===== src/pkg/nrsc_defines.vh =====
// Register offsets, field positions, command codes and reset values of the flash controller
`ifndef NRSC_DEFINES_VH
`define NRSC_DEFINES_VH
`define NRSC_OFS_CMD     6'h00
`define NRSC_OFS_CFG     6'h04
`define NRSC_OFS_GEO     6'h08
`define NRSC_OFS_IENCLR  6'h0c
`define NRSC_OFS_IENSET  6'h10
`define NRSC_OFS_IFLAG   6'h14
`define NRSC_OFS_STATUS  6'h18
`define NRSC_OFS_ADDR    6'h1c
`define NRSC_OFS_LOCK    6'h20
`define NRSC_EXEC_KEY    8'ha5
`define NRSC_CMD_ERASE_ROW     7'h02
`define NRSC_CMD_WRITE_PAGE    7'h04
`define NRSC_CMD_ERASE_AUX     7'h05
`define NRSC_CMD_WRITE_AUX     7'h06
`define NRSC_CMD_PROTECT       7'h40
`define NRSC_CMD_RELEASE       7'h41
`define NRSC_CMD_ENTER_LP      7'h42
`define NRSC_CMD_EXIT_LP       7'h43
`define NRSC_CMD_BUF_CLEAR     7'h44
`define NRSC_CMD_SET_SECURITY  7'h45
`define NRSC_CMD_FLUSH_CACHE   7'h46
`define NRSC_OP_ERASE_ROW  3'h0
`define NRSC_OP_WRITE_PAGE 3'h1
`define NRSC_OP_ERASE_AUX  3'h2
`define NRSC_OP_WRITE_AUX  3'h3
`define NRSC_OP_SET_SEC    3'h4
`define NRSC_OP_BUF_CLEAR  3'h5
`define NRSC_CFG_MANUAL_BIT   7
`define NRSC_CFG_WAIT_LSB     1
`define NRSC_CFG_SLEEP_LSB    8
`define NRSC_CFG_POLICY_LSB   16
`define NRSC_CFG_CACHEOFF_BIT 18
`define NRSC_ST_PRM_BIT    0
`define NRSC_ST_LOAD_BIT   1
`define NRSC_ST_PROGRAMMING_ERROR_BIT  2
`define NRSC_ST_REGION_LOCK_ERROR_BIT  3
`define NRSC_ST_FAULT_BIT  4
`define NRSC_ST_SEC_BIT    8
`define NRSC_IRQ_READY_BIT 0
`define NRSC_IRQ_ERROR_BIT 1
`define NRSC_POLICY_NORMAL   2'h0
`define NRSC_POLICY_NOALLOC  2'h1
`define NRSC_POLICY_DETERM   2'h2
`define NRSC_FUSE_NONE       3'h7
`define NRSC_ROW_SHIFT       8
`define NRSC_REGION_SHIFT    14
`define NRSC_FLASH_ROWS      1024
`define NRSC_PAGE_COUNT      16'h1000
`define NRSC_PAGE_SIZE_CODE  3'h3
`define NRSC_CFG_RESET       32'h00000000
`define NRSC_ADDR_W          22
`endif


===== src/rtl/nrsc_ctrl.v =====
// Flash controller command sequencer with region protection, security bit and read cache
//
// Functional notes
// - Protect and release commands lock or unlock the region holding the target address.
// - Enter and exit low-power commands; status flag reads one while low power is active.
// - Boot area starts at row zero; writes and erases inside it are refused.
// - Boot fuse 7 protects none, 6 protects 2 rows, doubling to 128 at 0.
// - Emulation fuse 7 reserves none, 6 reserves 1 top row, doubling to 64.
// - Writes and erases in the emulation area ignore region locks.
// - While the security bit is set, external access to contents is blocked.
// - Set-security command sets the bit; a debugger chip erase clears it, and reset reloads it from the security fuse.
// - Set-security outcome is reported through the programming error flag.
// - Read cache is direct-mapped with eight 64-bit lines.
// - Cache is used when its off bit is zero, bypassed when one.
// - Two-bit fetch policy field selects one of three cache modes.
// - Flush command invalidates every cache line.
// - Any content-changing command invalidates the cache by itself.
// - Command runs only with key 0xa5 in bits 15:8; otherwise discarded, error set.
// - Ready clears on accept and sets on completion; commands while busy are discarded, error set.
// - Lock changes hold until reset; reset reloads the configured defaults.
`timescale 1ns/1ns
`default_nettype none
`include "nrsc_defines.vh"
module nrsc_ctrl #(
	parameter AW            = `NRSC_ADDR_W,
	parameter FLASH_ROWS    = `NRSC_FLASH_ROWS,
	parameter REGION_SHIFT  = `NRSC_REGION_SHIFT,
	parameter [15:0] PAGE_COUNT = `NRSC_PAGE_COUNT,
	parameter [2:0]  PAGE_SIZE  = `NRSC_PAGE_SIZE_CODE
) (
	input  wire             clock,
	input  wire             srst,
	input  wire             psel,
	input  wire             penable,
	input  wire             pwrite,
	input  wire [5:0]       paddr,
	input  wire [31:0]      pwdata,
	output reg  [31:0]      prdata_q,
	output reg              pready_q,
	output reg              pslverr_q,
	input  wire [2:0]       bootFuse,
	input  wire [2:0]       eepromFuse,
	input  wire [15:0]      lockDefault,
	input  wire             securityFuse,
	input  wire             pageBufLoaded,
	input  wire             autoAddrLoad,
	input  wire [AW-1:0]    autoAddr,
	input  wire             dbgChipErase,
	output reg              flashReq_q,
	output reg  [2:0]       flashOp_q,
	output reg  [AW-1:0]    flashAddr_q,
	input  wire             flashDone,
	input  wire             flashFail,
	input  wire             rdReq,
	input  wire [AW-1:0]    rdAddr,
	output wire [31:0]      rdData_q,
	output wire             rdValid_q,
	output wire             memReq_q,
	output wire [AW-4:0]    memAddr_q,
	input  wire [63:0]      memData,
	input  wire             memValid,
	output reg              irq_q,
	output reg              lowPower_q,
	output reg              extBlock_q,
	output reg              manualWrite_q,
	output reg  [3:0]       readWait_q,
	output reg  [1:0]       sleepPolicy_q
);
	localparam S_IDLE = 2'h0;
	localparam S_EXEC = 2'h1;
	localparam S_WAIT = 2'h2;
	localparam [31:0] CFG_RST = `NRSC_CFG_RESET;

	// Rows covered by the boot area fuse: 7 none, 6 two, doubling downward
	function [7:0] bootRows;
		input [2:0] fuse;
		begin
			if (fuse == `NRSC_FUSE_NONE)
				bootRows = 8'h00;
			else
				bootRows = 8'h02 << (3'h6 - fuse);
		end
	endfunction
	// Rows reserved at the top for emulation: 7 none, 6 one, doubling downward
	function [7:0] eeRows;
		input [2:0] fuse;
		begin
			if (fuse == `NRSC_FUSE_NONE)
				eeRows = 8'h00;
			else
				eeRows = 8'h01 << (3'h6 - fuse);
		end
	endfunction
	function [3:0] regionOf;
		input [AW-1:0] a;
		reg   [AW-1:0] s;
		begin
			s = a >> REGION_SHIFT;
			regionOf = s[3:0];
		end
	endfunction

	reg [1:0]    state_q;
	reg [6:0]    cmd_q;
	reg [AW-1:0] addr_q;
	reg [15:0]   lock_q;
	reg          sec_q;
	reg          progErr_q;
	reg          lockErr_q;
	reg          fault_q;
	reg          errFlag_q;
	reg [1:0]    ien_q;
	reg          cacheOff_q;
	reg [1:0]    fetchPolicy_q;
	reg [31:0]   rdMux;
	reg          rdHit;

	wire wrEn    = psel & penable & pready_q & pwrite;
	wire cmdWr   = wrEn & (paddr == `NRSC_OFS_CMD);
	wire keyOk   = pwdata[15:8] == `NRSC_EXEC_KEY;
	wire ready   = state_q == S_IDLE;
	wire accept  = cmdWr & keyOk & ready;
	wire cmdBad  = cmdWr & ~(keyOk & ready);

	wire [13:0] row    = addr_q[AW-1:`NRSC_ROW_SHIFT];
	wire        inBoot = row < {6'h00, bootRows(bootFuse)};
	wire        inEe   = row >= (FLASH_ROWS[13:0] - {6'h00, eeRows(eepromFuse)});
	wire        locked = lock_q[regionOf(addr_q)];
	wire        mainOp = (cmd_q == `NRSC_CMD_ERASE_ROW) | (cmd_q == `NRSC_CMD_WRITE_PAGE);
	wire        auxOp  = (cmd_q == `NRSC_CMD_ERASE_AUX) | (cmd_q == `NRSC_CMD_WRITE_AUX);
	// Emulation rows skip the region lock but never the boot area
	wire        refuse = inBoot | (locked & ~inEe);

	wire execNow  = state_q == S_EXEC;
	wire opDone   = (state_q == S_WAIT) & flashDone;
	wire lockSet  = execNow & mainOp & refuse;
	wire progSet  = cmdBad
	              | (execNow & auxOp & sec_q)
	              | (opDone & (flashOp_q == `NRSC_OP_SET_SEC) & flashFail);
	wire faultSet = opDone & flashFail & (flashOp_q != `NRSC_OP_SET_SEC);
	wire flushReq = (execNow & (cmd_q == `NRSC_CMD_FLUSH_CACHE))
	              | (opDone & (flashOp_q != `NRSC_OP_BUF_CLEAR))
	              | dbgChipErase;

	// Command sequencer
	always @(posedge clock) begin
		if (srst) begin
			state_q     <= S_IDLE;
			cmd_q       <= 7'h00;
			flashReq_q  <= 1'b0;
			flashOp_q   <= `NRSC_OP_ERASE_ROW;
			flashAddr_q <= {AW{1'b0}};
			lowPower_q  <= 1'b0;
			lock_q      <= lockDefault;
		end else begin
			case (state_q)
				S_IDLE: begin
					if (accept) begin
						cmd_q   <= pwdata[6:0];
						state_q <= S_EXEC;
					end
				end
				S_EXEC: begin
					state_q     <= S_IDLE;
					flashAddr_q <= addr_q;
					case (cmd_q)
						`NRSC_CMD_ERASE_ROW, `NRSC_CMD_WRITE_PAGE: begin
							if (!refuse) begin
								flashOp_q  <= (cmd_q == `NRSC_CMD_ERASE_ROW) ?
								              `NRSC_OP_ERASE_ROW : `NRSC_OP_WRITE_PAGE;
								flashReq_q <= 1'b1;
								state_q    <= S_WAIT;
							end
						end
						`NRSC_CMD_ERASE_AUX, `NRSC_CMD_WRITE_AUX: begin
							if (!sec_q) begin
								flashOp_q  <= (cmd_q == `NRSC_CMD_ERASE_AUX) ?
								              `NRSC_OP_ERASE_AUX : `NRSC_OP_WRITE_AUX;
								flashReq_q <= 1'b1;
								state_q    <= S_WAIT;
							end
						end
						`NRSC_CMD_SET_SECURITY: begin
							flashOp_q  <= `NRSC_OP_SET_SEC;
							flashReq_q <= 1'b1;
							state_q    <= S_WAIT;
						end
						`NRSC_CMD_BUF_CLEAR: begin
							flashOp_q  <= `NRSC_OP_BUF_CLEAR;
							flashReq_q <= 1'b1;
							state_q    <= S_WAIT;
						end
						`NRSC_CMD_PROTECT:  lock_q[regionOf(addr_q)] <= 1'b1;
						`NRSC_CMD_RELEASE:  lock_q[regionOf(addr_q)] <= 1'b0;
						`NRSC_CMD_ENTER_LP: lowPower_q <= 1'b1;
						`NRSC_CMD_EXIT_LP:  lowPower_q <= 1'b0;
						default: begin
						end
					endcase
				end
				S_WAIT: begin
					if (flashDone) begin
						flashReq_q <= 1'b0;
						state_q    <= S_IDLE;
					end
				end
				default: begin
					state_q <= S_IDLE;
				end
			endcase
		end
	end

	// Security bit, error flags and address register
	always @(posedge clock) begin
		if (srst) begin
			sec_q      <= securityFuse;
			extBlock_q <= securityFuse;
			progErr_q  <= 1'b0;
			lockErr_q  <= 1'b0;
			fault_q    <= 1'b0;
			errFlag_q  <= 1'b0;
			addr_q     <= {AW{1'b0}};
		end else begin
			if (dbgChipErase)
				sec_q <= 1'b0;
			else if (opDone & (flashOp_q == `NRSC_OP_SET_SEC) & ~flashFail)
				sec_q <= 1'b1;
			extBlock_q <= sec_q & ~dbgChipErase;
			// Set wins over a software clear in the same cycle
			if (progSet)
				progErr_q <= 1'b1;
			else if (wrEn & (paddr == `NRSC_OFS_STATUS) & pwdata[`NRSC_ST_PROGRAMMING_ERROR_BIT])
				progErr_q <= 1'b0;
			if (lockSet)
				lockErr_q <= 1'b1;
			else if (wrEn & (paddr == `NRSC_OFS_STATUS) & pwdata[`NRSC_ST_REGION_LOCK_ERROR_BIT])
				lockErr_q <= 1'b0;
			if (faultSet)
				fault_q <= 1'b1;
			else if (wrEn & (paddr == `NRSC_OFS_STATUS) & pwdata[`NRSC_ST_FAULT_BIT])
				fault_q <= 1'b0;
			if (progSet | lockSet | faultSet)
				errFlag_q <= 1'b1;
			else if (wrEn & (paddr == `NRSC_OFS_IFLAG) & pwdata[`NRSC_IRQ_ERROR_BIT])
				errFlag_q <= 1'b0;
			// System bus page-buffer writes load the address ahead of software
			if (autoAddrLoad)
				addr_q <= autoAddr;
			else if (wrEn & (paddr == `NRSC_OFS_ADDR))
				addr_q <= pwdata[AW-1:0];
		end
	end

	// Configuration and interrupt enables
	always @(posedge clock) begin
		if (srst) begin
			manualWrite_q <= CFG_RST[`NRSC_CFG_MANUAL_BIT];
			readWait_q    <= 4'h0;
			sleepPolicy_q <= 2'h0;
			fetchPolicy_q <= `NRSC_POLICY_NORMAL;
			cacheOff_q    <= 1'b0;
			ien_q         <= 2'h0;
			irq_q         <= 1'b0;
		end else begin
			if (wrEn & (paddr == `NRSC_OFS_CFG)) begin
				manualWrite_q <= pwdata[`NRSC_CFG_MANUAL_BIT];
				readWait_q    <= pwdata[`NRSC_CFG_WAIT_LSB+:4];
				sleepPolicy_q <= pwdata[`NRSC_CFG_SLEEP_LSB+:2];
				fetchPolicy_q <= pwdata[`NRSC_CFG_POLICY_LSB+:2];
				cacheOff_q    <= pwdata[`NRSC_CFG_CACHEOFF_BIT];
			end
			if (wrEn & (paddr == `NRSC_OFS_IENSET))
				ien_q <= ien_q | pwdata[1:0];
			else if (wrEn & (paddr == `NRSC_OFS_IENCLR))
				ien_q <= ien_q & ~pwdata[1:0];
			irq_q <= |({errFlag_q, ready} & ien_q);
		end
	end

	// Read data selection
	always @* begin
		rdMux = 32'h00000000;
		rdHit = 1'b1;
		case (paddr)
			`NRSC_OFS_CMD:    rdMux = {25'h0000000, cmd_q};
			`NRSC_OFS_CFG:    rdMux = {13'h0000, cacheOff_q, fetchPolicy_q, 6'h00,
			                           sleepPolicy_q, manualWrite_q, 2'h0, readWait_q, 1'b0};
			`NRSC_OFS_GEO:    rdMux = {13'h0000, PAGE_SIZE, PAGE_COUNT};
			`NRSC_OFS_IENCLR: rdMux = {30'h00000000, ien_q};
			`NRSC_OFS_IENSET: rdMux = {30'h00000000, ien_q};
			`NRSC_OFS_IFLAG:  rdMux = {30'h00000000, errFlag_q, ready};
			`NRSC_OFS_STATUS: rdMux = {23'h000000, sec_q, 3'h0, fault_q, lockErr_q,
			                           progErr_q, pageBufLoaded, lowPower_q};
			`NRSC_OFS_ADDR:   rdMux = {{(32-AW){1'b0}}, addr_q};
			`NRSC_OFS_LOCK:   rdMux = {16'h0000, lock_q};
			default:          rdHit = 1'b0;
		endcase
	end

	// Peripheral bus slave: one wait-free access phase, read data taken at setup
	always @(posedge clock) begin
		if (srst) begin
			prdata_q  <= 32'h00000000;
			pready_q  <= 1'b0;
			pslverr_q <= 1'b0;
		end else begin
			pready_q <= psel & ~penable;
			if (psel & ~penable) begin
				prdata_q  <= pwrite ? 32'h00000000 : rdMux;
				pslverr_q <= ~rdHit;
			end
		end
	end

	nrsc_cache #(
		.LINES (8),
		.IDX_W (3),
		.AW    (AW)
	) u_cache (
		.clock       (clock),
		.srst        (srst),
		.cacheOff    (cacheOff_q),
		.fetchPolicy (fetchPolicy_q),
		.flush       (flushReq),
		.rdReq       (rdReq),
		.rdAddr      (rdAddr),
		.rdData_q    (rdData_q),
		.rdValid_q   (rdValid_q),
		.memReq_q    (memReq_q),
		.memAddr_q   (memAddr_q),
		.memData     (memData),
		.memValid    (memValid)
	);
endmodule // nrsc_ctrl
`default_nettype wire


===== src/rtl/nrsc_cache.v =====
// Direct-mapped read cache of eight 64-bit lines between system bus reads and flash
`timescale 1ns/1ns
`default_nettype none
`include "nrsc_defines.vh"
module nrsc_cache #(
	parameter LINES = 8,
	parameter IDX_W = 3,
	parameter AW    = `NRSC_ADDR_W
) (
	input  wire             clock,
	input  wire             srst,
	input  wire             cacheOff,
	input  wire [1:0]       fetchPolicy,
	input  wire             flush,
	input  wire             rdReq,
	input  wire [AW-1:0]    rdAddr,
	output reg  [31:0]      rdData_q,
	output reg              rdValid_q,
	output reg              memReq_q,
	output reg  [AW-4:0]    memAddr_q,
	input  wire [63:0]      memData,
	input  wire             memValid
);
	localparam TAG_W = AW - 3 - IDX_W;
	reg  [LINES-1:0] valid_q;
	reg  [TAG_W-1:0] tag_q [0:LINES-1];
	reg  [63:0]      data_q [0:LINES-1];
	reg              busy_q;
	reg              wordSel_q;
	wire [IDX_W-1:0] idx    = rdAddr[3+IDX_W-1:3];
	wire [TAG_W-1:0] tag    = rdAddr[AW-1:3+IDX_W];
	wire [IDX_W-1:0] fillIdx = memAddr_q[IDX_W-1:0];
	wire             useHit = ~cacheOff & (fetchPolicy != `NRSC_POLICY_DETERM);
	wire             hit    = useHit & valid_q[idx] & (tag_q[idx] == tag);
	wire             alloc  = ~cacheOff & (fetchPolicy != `NRSC_POLICY_NOALLOC);
	integer i;

	always @(posedge clock) begin
		if (srst) begin
			valid_q   <= {LINES{1'b0}};
			busy_q    <= 1'b0;
			wordSel_q <= 1'b0;
			rdData_q  <= 32'h00000000;
			rdValid_q <= 1'b0;
			memReq_q  <= 1'b0;
			memAddr_q <= {(AW-3){1'b0}};
			for (i = 0; i < LINES; i = i + 1) begin
				tag_q[i]  <= {TAG_W{1'b0}};
				data_q[i] <= 64'h0000000000000000;
			end
		end else begin
			rdValid_q <= 1'b0;
			if (!busy_q && rdReq) begin
				if (hit) begin
					rdData_q  <= rdAddr[2] ? data_q[idx][63:32] : data_q[idx][31:0];
					rdValid_q <= 1'b1;
				end else begin
					busy_q    <= 1'b1;
					memReq_q  <= 1'b1;
					memAddr_q <= rdAddr[AW-1:3];
					wordSel_q <= rdAddr[2];
				end
			end else if (busy_q && memValid) begin
				busy_q    <= 1'b0;
				memReq_q  <= 1'b0;
				rdValid_q <= 1'b1;
				rdData_q  <= wordSel_q ? memData[63:32] : memData[31:0];
				if (alloc) begin
					data_q[fillIdx]  <= memData;
					tag_q[fillIdx]   <= memAddr_q[AW-4:IDX_W];
					valid_q[fillIdx] <= 1'b1;
				end
			end
			// Flush wins over a fill in the same cycle: the fetched line may be stale
			if (flush) begin
				valid_q <= {LINES{1'b0}};
			end
		end
	end
endmodule // nrsc_cache
`default_nettype wire


===== config.mk =====
export PLATFORM = sky130hd
export DESIGN_NAME = nrsc_ctrl
export DESIGN_NICKNAME = d
export VERILOG_FILES = /design/src/rtl/nrsc_ctrl.v /design/src/rtl/nrsc_cache.v
export VERILOG_INCLUDE_DIRS = /design/src /design/src/pkg
export SDC_FILE = /design/constraint.sdc
export NUM_CORES = 1
export LEC_CHECK = 0
export ABC_AREA = 1
export BUFFER_PORTS_ARGS = -buffer_cell sky130_fd_sc_hd__buf_2
export CAP_MARGIN = 20
export CORE_UTILIZATION = 55
export CTS_CLUSTER_SIZE = 24
export DETAILED_ROUTE_END_ITERATION = 12
export GPL_TIMING_DRIVEN = 0
export PLACE_DENSITY = 0.74
export SETUP_SLACK_MARGIN = 0.2
export SLEW_MARGIN = 25
export SYNTH_ARGS = -nofsm -noshare
export SYNTH_HDL_FRONTEND = slang
export SYNTH_SLANG_ARGS = --single-unit

===== constraint.sdc =====
create_clock -name clock -period 4.87 [get_ports clock]
set_input_delay 0.2435 -clock clock [delete_from_list [all_inputs] [get_ports clock]]
set_output_delay 0.2435 -clock clock [all_outputs]
set_load 0.02 [all_outputs]

# ---- Word-level counts from Yosys, hierarchy flattened
# Memory sizes are Yosys's and may differ from the RTL's.
# Cells that the tools add are included.
dict set report op_classes {
  add_sub_neg 3
  muxes 73
  order_cmp 7
  div 0
  shift 2
  eq_ne 39
  mul 0
  reduce_logical 39
  bitwise_logic 63
}
# operator count
set op_table {}
lappend op_table {{$mux 32} 6}
lappend op_table {{$pmux 22 s8} 1}
lappend op_table {{$mux 64} 1}
lappend op_table {{$reduce_or 64->1} 1}
lappend op_table {{$eq 7x7->1 const B} 7}
lappend op_table {{$mux 16} 3}
lappend op_table {{$mux 22} 2}
lappend op_table {{$and 1x1->1} 37}
lappend op_table {{$mux 1} 37}
lappend op_table {{$pmux 16 s2} 1}
lappend op_table {{$eq 6x5->1 const B} 4}
lappend op_table {{$eq 7x3->1 const B} 3}
lappend op_table {{$reduce_bool 2->1} 10}
lappend op_table {{$and 16x16->16} 1}
lappend op_table {{$eq 16x16->1} 1}
lappend op_table {{$mux 8} 2}
lappend op_table {{$not 16->16} 1}
lappend op_table {{$or 16x16->16} 1}
lappend op_table {{$reduce_or 16->1} 1}
lappend op_table {{$ge 14x14->1} 1}
lappend op_table {{$lt 14x8->1} 1}
lappend op_table {{$reduce_and 2->1} 7}
lappend op_table {{$eq 6x4->1 const B} 2}
lappend op_table {{$mux 2} 6}
lappend op_table {{other kinds (45)} 89}
dict set report word_totals {
  mem_bits_rw 640
  ff_bits 189
  in_bits 181
  mem_bits_ro 0
  mem_count 2
  output_inout_bits 123
  latchBits 0
  wordCells 258
}
# name depth word_bits rd rd_clocked_by_memory_dff wr line
set memory_table {}
lappend memory_table {u_cache.data_q 8 64 1 0 8 nrsc_cache.v:27} ;# reg [63:0] data_q [0:LINES-1];
lappend memory_table {u_cache.tag_q 8 16 1 0 8 nrsc_cache.v:26} ;# reg [TAG_W-1:0] tag_q [0:LINES-1];

# ---- Logic depth before layout (Yosys ltp)
dict set report logic_depth {
  word_depth 12
  ltp_mapped 23
  ltp_nobuf 23
}

# ---- Modules after synthesis
# From an unflattened synthesis, not the netlist that was laid out.
dict set report unflattened {
  cells_unflattened 4077
  hier_area_um2 37673.6
}
# module area_per_inst_um2 seq_area_each_um2 cells_per_inst instances
set by_module_without_submodules {}
lappend by_module_without_submodules {nrsc_cache 31232.5 20459.6 3165 1}
lappend by_module_without_submodules {nrsc_ctrl 6441.2 2512.4 912 1}

# ---- Worst setup path before layout
# OpenSTA, ideal clock, no wires.
dict set report synth_path {
  kind {reg-to-reg}
  startpoint {register, netlist name u_cache.memReq_q}
  endpoint {memory u_cache.data_q[0][0] (enable)}
  path_buffers 1
  path_stages_with_launch 8
  setup_ps 441
  t_required_ps 4429
  setup_slack_ps 1220
  arrival_time_ps 3209
  synth_period_minus_slack_ps 3650
  cell_sequence {dfxtp_1 nand2_1 a211oi_1 nand2_1 nor2_1 nand2_1 clkbuf_1 nand2_1}
}
# element line
set synth_lines {}
lappend synth_lines {{end: declaration} nrsc_cache.v:27}

==> impl_metrics.toml <==
[setup_path]
r2r_cells = 8
worstPathRequired_ps = 5190
critical_path_class = "flip-flop to flip-flop"
worstPathCellList = "nand2_1 -> a211oi_1 -> nand2_1 -> nor2_1 -> nand2_1 -> clkbuf_1 -> nand2_4 -> buf_16"
slowest_delay_ps = 720
crit_cells = 8
crit_path_max_fanout = 42
cp.buffers_inverters = 2
crit_family = "simple AND/OR/NAND/NOR gates"
critPathLaunchType = "flip-flop"
worstPathArrival_ps = 4740
crit_top_cell = "nand2_1"
end_kind = "flip-flop"
cp_slowest_cell = "a211oi_1"

[synth]
synth_cells = 4027
synthFlopType = "edfxtp_1"
synth.largest_area_cell = "edfxtp_1"
syn_avg_cell_area_um2 = 9.29
synth_compound_area_frac = 0.126
synth_top_area_share = 0.527
async_reset_ff_frac = 0
synth-edff-count = 657
ys_seq_area_frac = 0.614
synth_area_um2 = 37400
yosys-top-cells-count = "nor2_1 (1142), edfxtp_1 (657), nand2_1 (483)"
synth_top_cells_by_area = "edfxtp_1 (53%), nor2_1 (11%), dfxtp_1 (8.7%)"
ys_ff_latch = 819
synthAdderAreaFrac = 0.00870
yosys.cell_count.top_type = "nor2_1"
synthMuxAreaShare = 0
synth-simple-area-share = 0.188
yosysWarnings = 0
synth_top_family_by_area = "simple AND/OR/NAND/NOR gates"
synth_xor_area_frac = 0.000468
ys_types = 42

[clocking]
cts_sinks = 819
cts_buffers = 82
clk_pin_slew_worst_paths_ps = 60
cts_setup_buffers = 0
cts_hold_repair.buffers = 95
root_buffer = "clkbuf_16"
clock_path_buffers = 3
cts_tree = "yes"
insertion_delay_ps = 650
htree_num_levels = 3
cts-resized-gates = 0

[routing]
vias = 33600
post-route-drc-count = 0
firstDrtPassIters = 6
wl_per_cell_um = 24.4
drtIter0Drc = 5411
drt-vias-per-instance = 6.16
ant_nets = 0
wl_um = 133000

[cells_and_area]
fillCellCount = 5406
multi_input_area_um2 = 12200
drive_above_1_share = 0.109
regArea_um2 = 23000
fin_nets = 4714
layout.cells.non_filler = 5451
syn_to_final_growth_pct = 17.9

[timing]
worst_slew_pin_slew_ps = 1060
setup_violations = 0
slew_violations = 0
fin_crit_ps = 4420
tns_ps = 0
clock.fmax_mhz = 226
relSlewSlack = 0.288
fin_worst_skew_ps = 28.4
rsz0062_at_grt = "false"
timing.final.ws_setup_ps = 448
hold_viol = 0
finalCritPeriodShare = 0.908

[placed_design]
portBuffers = 276
dp.final_hpwl_um = 90900
dp.cells = 5201
place_congestion = 0.992
dp_slack_ps = 633

[power_and_ir_drop]
cellPowerDensity_nw_per_um2 = 368
peakVddDrop_v = 0.000256
p_leak_nw = 17.8

[floorplanning]
initial_core_util = 0.556
die-area_um2 = 69100
die_h_um = 263
die_w_um = 263
core_area_um2 = 67300
num_io_pins = 304
core.rowCount = 95

[job]
maxCapViolCount = 0

[global_routing]
grt_pass1_vias = 31000
antenna_found_initial = 8
overflow = 0
grt_usage = 0.378
grt_pass1_wl_um = 192000
grt_max_degree = 43

[worst_hold_path]
holdPathStages = 3
hold_path_class = "input port to flip-flop"

[status]
status = "finished clean"
[kinds of logic (layout without fill, tap and decap cells)]
logic type                 Yosys count  in the layout
and+or+nand+nor                   1805           1805
DFF                                819            819
AOI/OAI and AO/OA                  798            798
buffers and inverters              576           1113
adders and majority gates           26             26
xor gates and xnor gates             2              2
other                                1             15
[worst register-to-register path, stage by stage (launching register included)]
cell,delay [ps]
dfxtp_1,430
nand2_1,280
a211oi_1,720
nand2_1,250
nor2_1,190
nand2_1,550
clkbuf_1,580
nand2_4,710
buf_16,360
[per-stage QoR]
stage               instance area, µm²  utilization  total power, mW  hold WS [ps]
CTS                              44100        0.655             16.1          28.2
floorplan                        37400            -             8.93           378
global route                     44100        0.655             16.6          45.5
global placement                 39900        0.593             9.58           453
finish                           44100        0.655             16.2          42.4
detailed placement               40300        0.600             9.61           452
[registers in the layout, indices dropped and copies added (netlist names), 2 cells and up, named ones only]
register           count
flashOp_q              3
flashAddr_q           22
sleepPolicy_q          2
prdata_q              22
cmd_q                  7
u_cache.tag_q        128
fetchPolicy_q          2
u_cache.rdData_q      32
readWait_q             4
u_cache.valid_q        8
addr_q                22
u_cache.memAddr_q     19
u_cache.data_q       512
state_q                2
[layout by cell type (no fill, tap or decap), drive strengths merged, types with 2 or more instances in the layout]
cell         count
o211ai          26
nand2          484
nor2          1144
o31ai           19
o2111ai          2
clkinvlp         3
buf            369
xor2             2
clkbuf         331
nor4             3
a21oi          135
o21ai          414
ha              26
nand3          144
o221ai         110
o41ai           15
or2              2
edfxtp         657
nor3            14
diode            5
dfxtp          162
conb            10
inv            262
nand3b           7
nand4            7
a31oi           25
o22ai           42
dlygate4sd3     95
bufinv           7
clkinv          46
a22oi            2
[report_power, final]
part           switching [mW]  internal [mW]  total, mW
registers               0.106           7.80       7.91
clock network            2.75           3.88       6.63
logic                    1.23          0.482       1.71
[final timing paths]
check | from | to | slack (ps)
max | u_cache.memReq_q | u_cache.data_q[1][1] | 450
max reg2reg | u_cache.memReq_q | u_cache.data_q[1][1] | 450
min | memData[38] | u_cache.data_q[4][38] | 40
min reg2reg | prdata_q[0] | prdata_q[0] | 460
[layer usage]
metal | part of all wire | vias to the layer above | wire length, µm | global-route usage
li1 | - | 14700 | - | -
met1 | 0.36 | 15700 | 47300 | 0.499
met2 | 0.44 | 2783 | 57800 | 0.565
met3 | 0.15 | 489 | 20400 | 0.114
met4 | 0.055 | 6 | 7240 | 0.190
met5 | 0.00027 | - | 36 | 0
[final cells by class]
| class | instances | share of cell area |
|---|---|---|
| antenna | 5 | 0.000284 |
| buffer | 279 | 0.0280 |
| inverter | 297 | 0.0253 |
| sequential | 819 | 0.521 |
| tap | 873 | 0.0248 |
| multi-input combinational | 2641 | 0.277 |
| clock buffer | 129 | 0.0564 |
| timing repair buffer | 387 | 0.0609 |
| clock inverter | 21 | 0.00675 |
No activity file was read; power rests on OpenSTA's default activity.
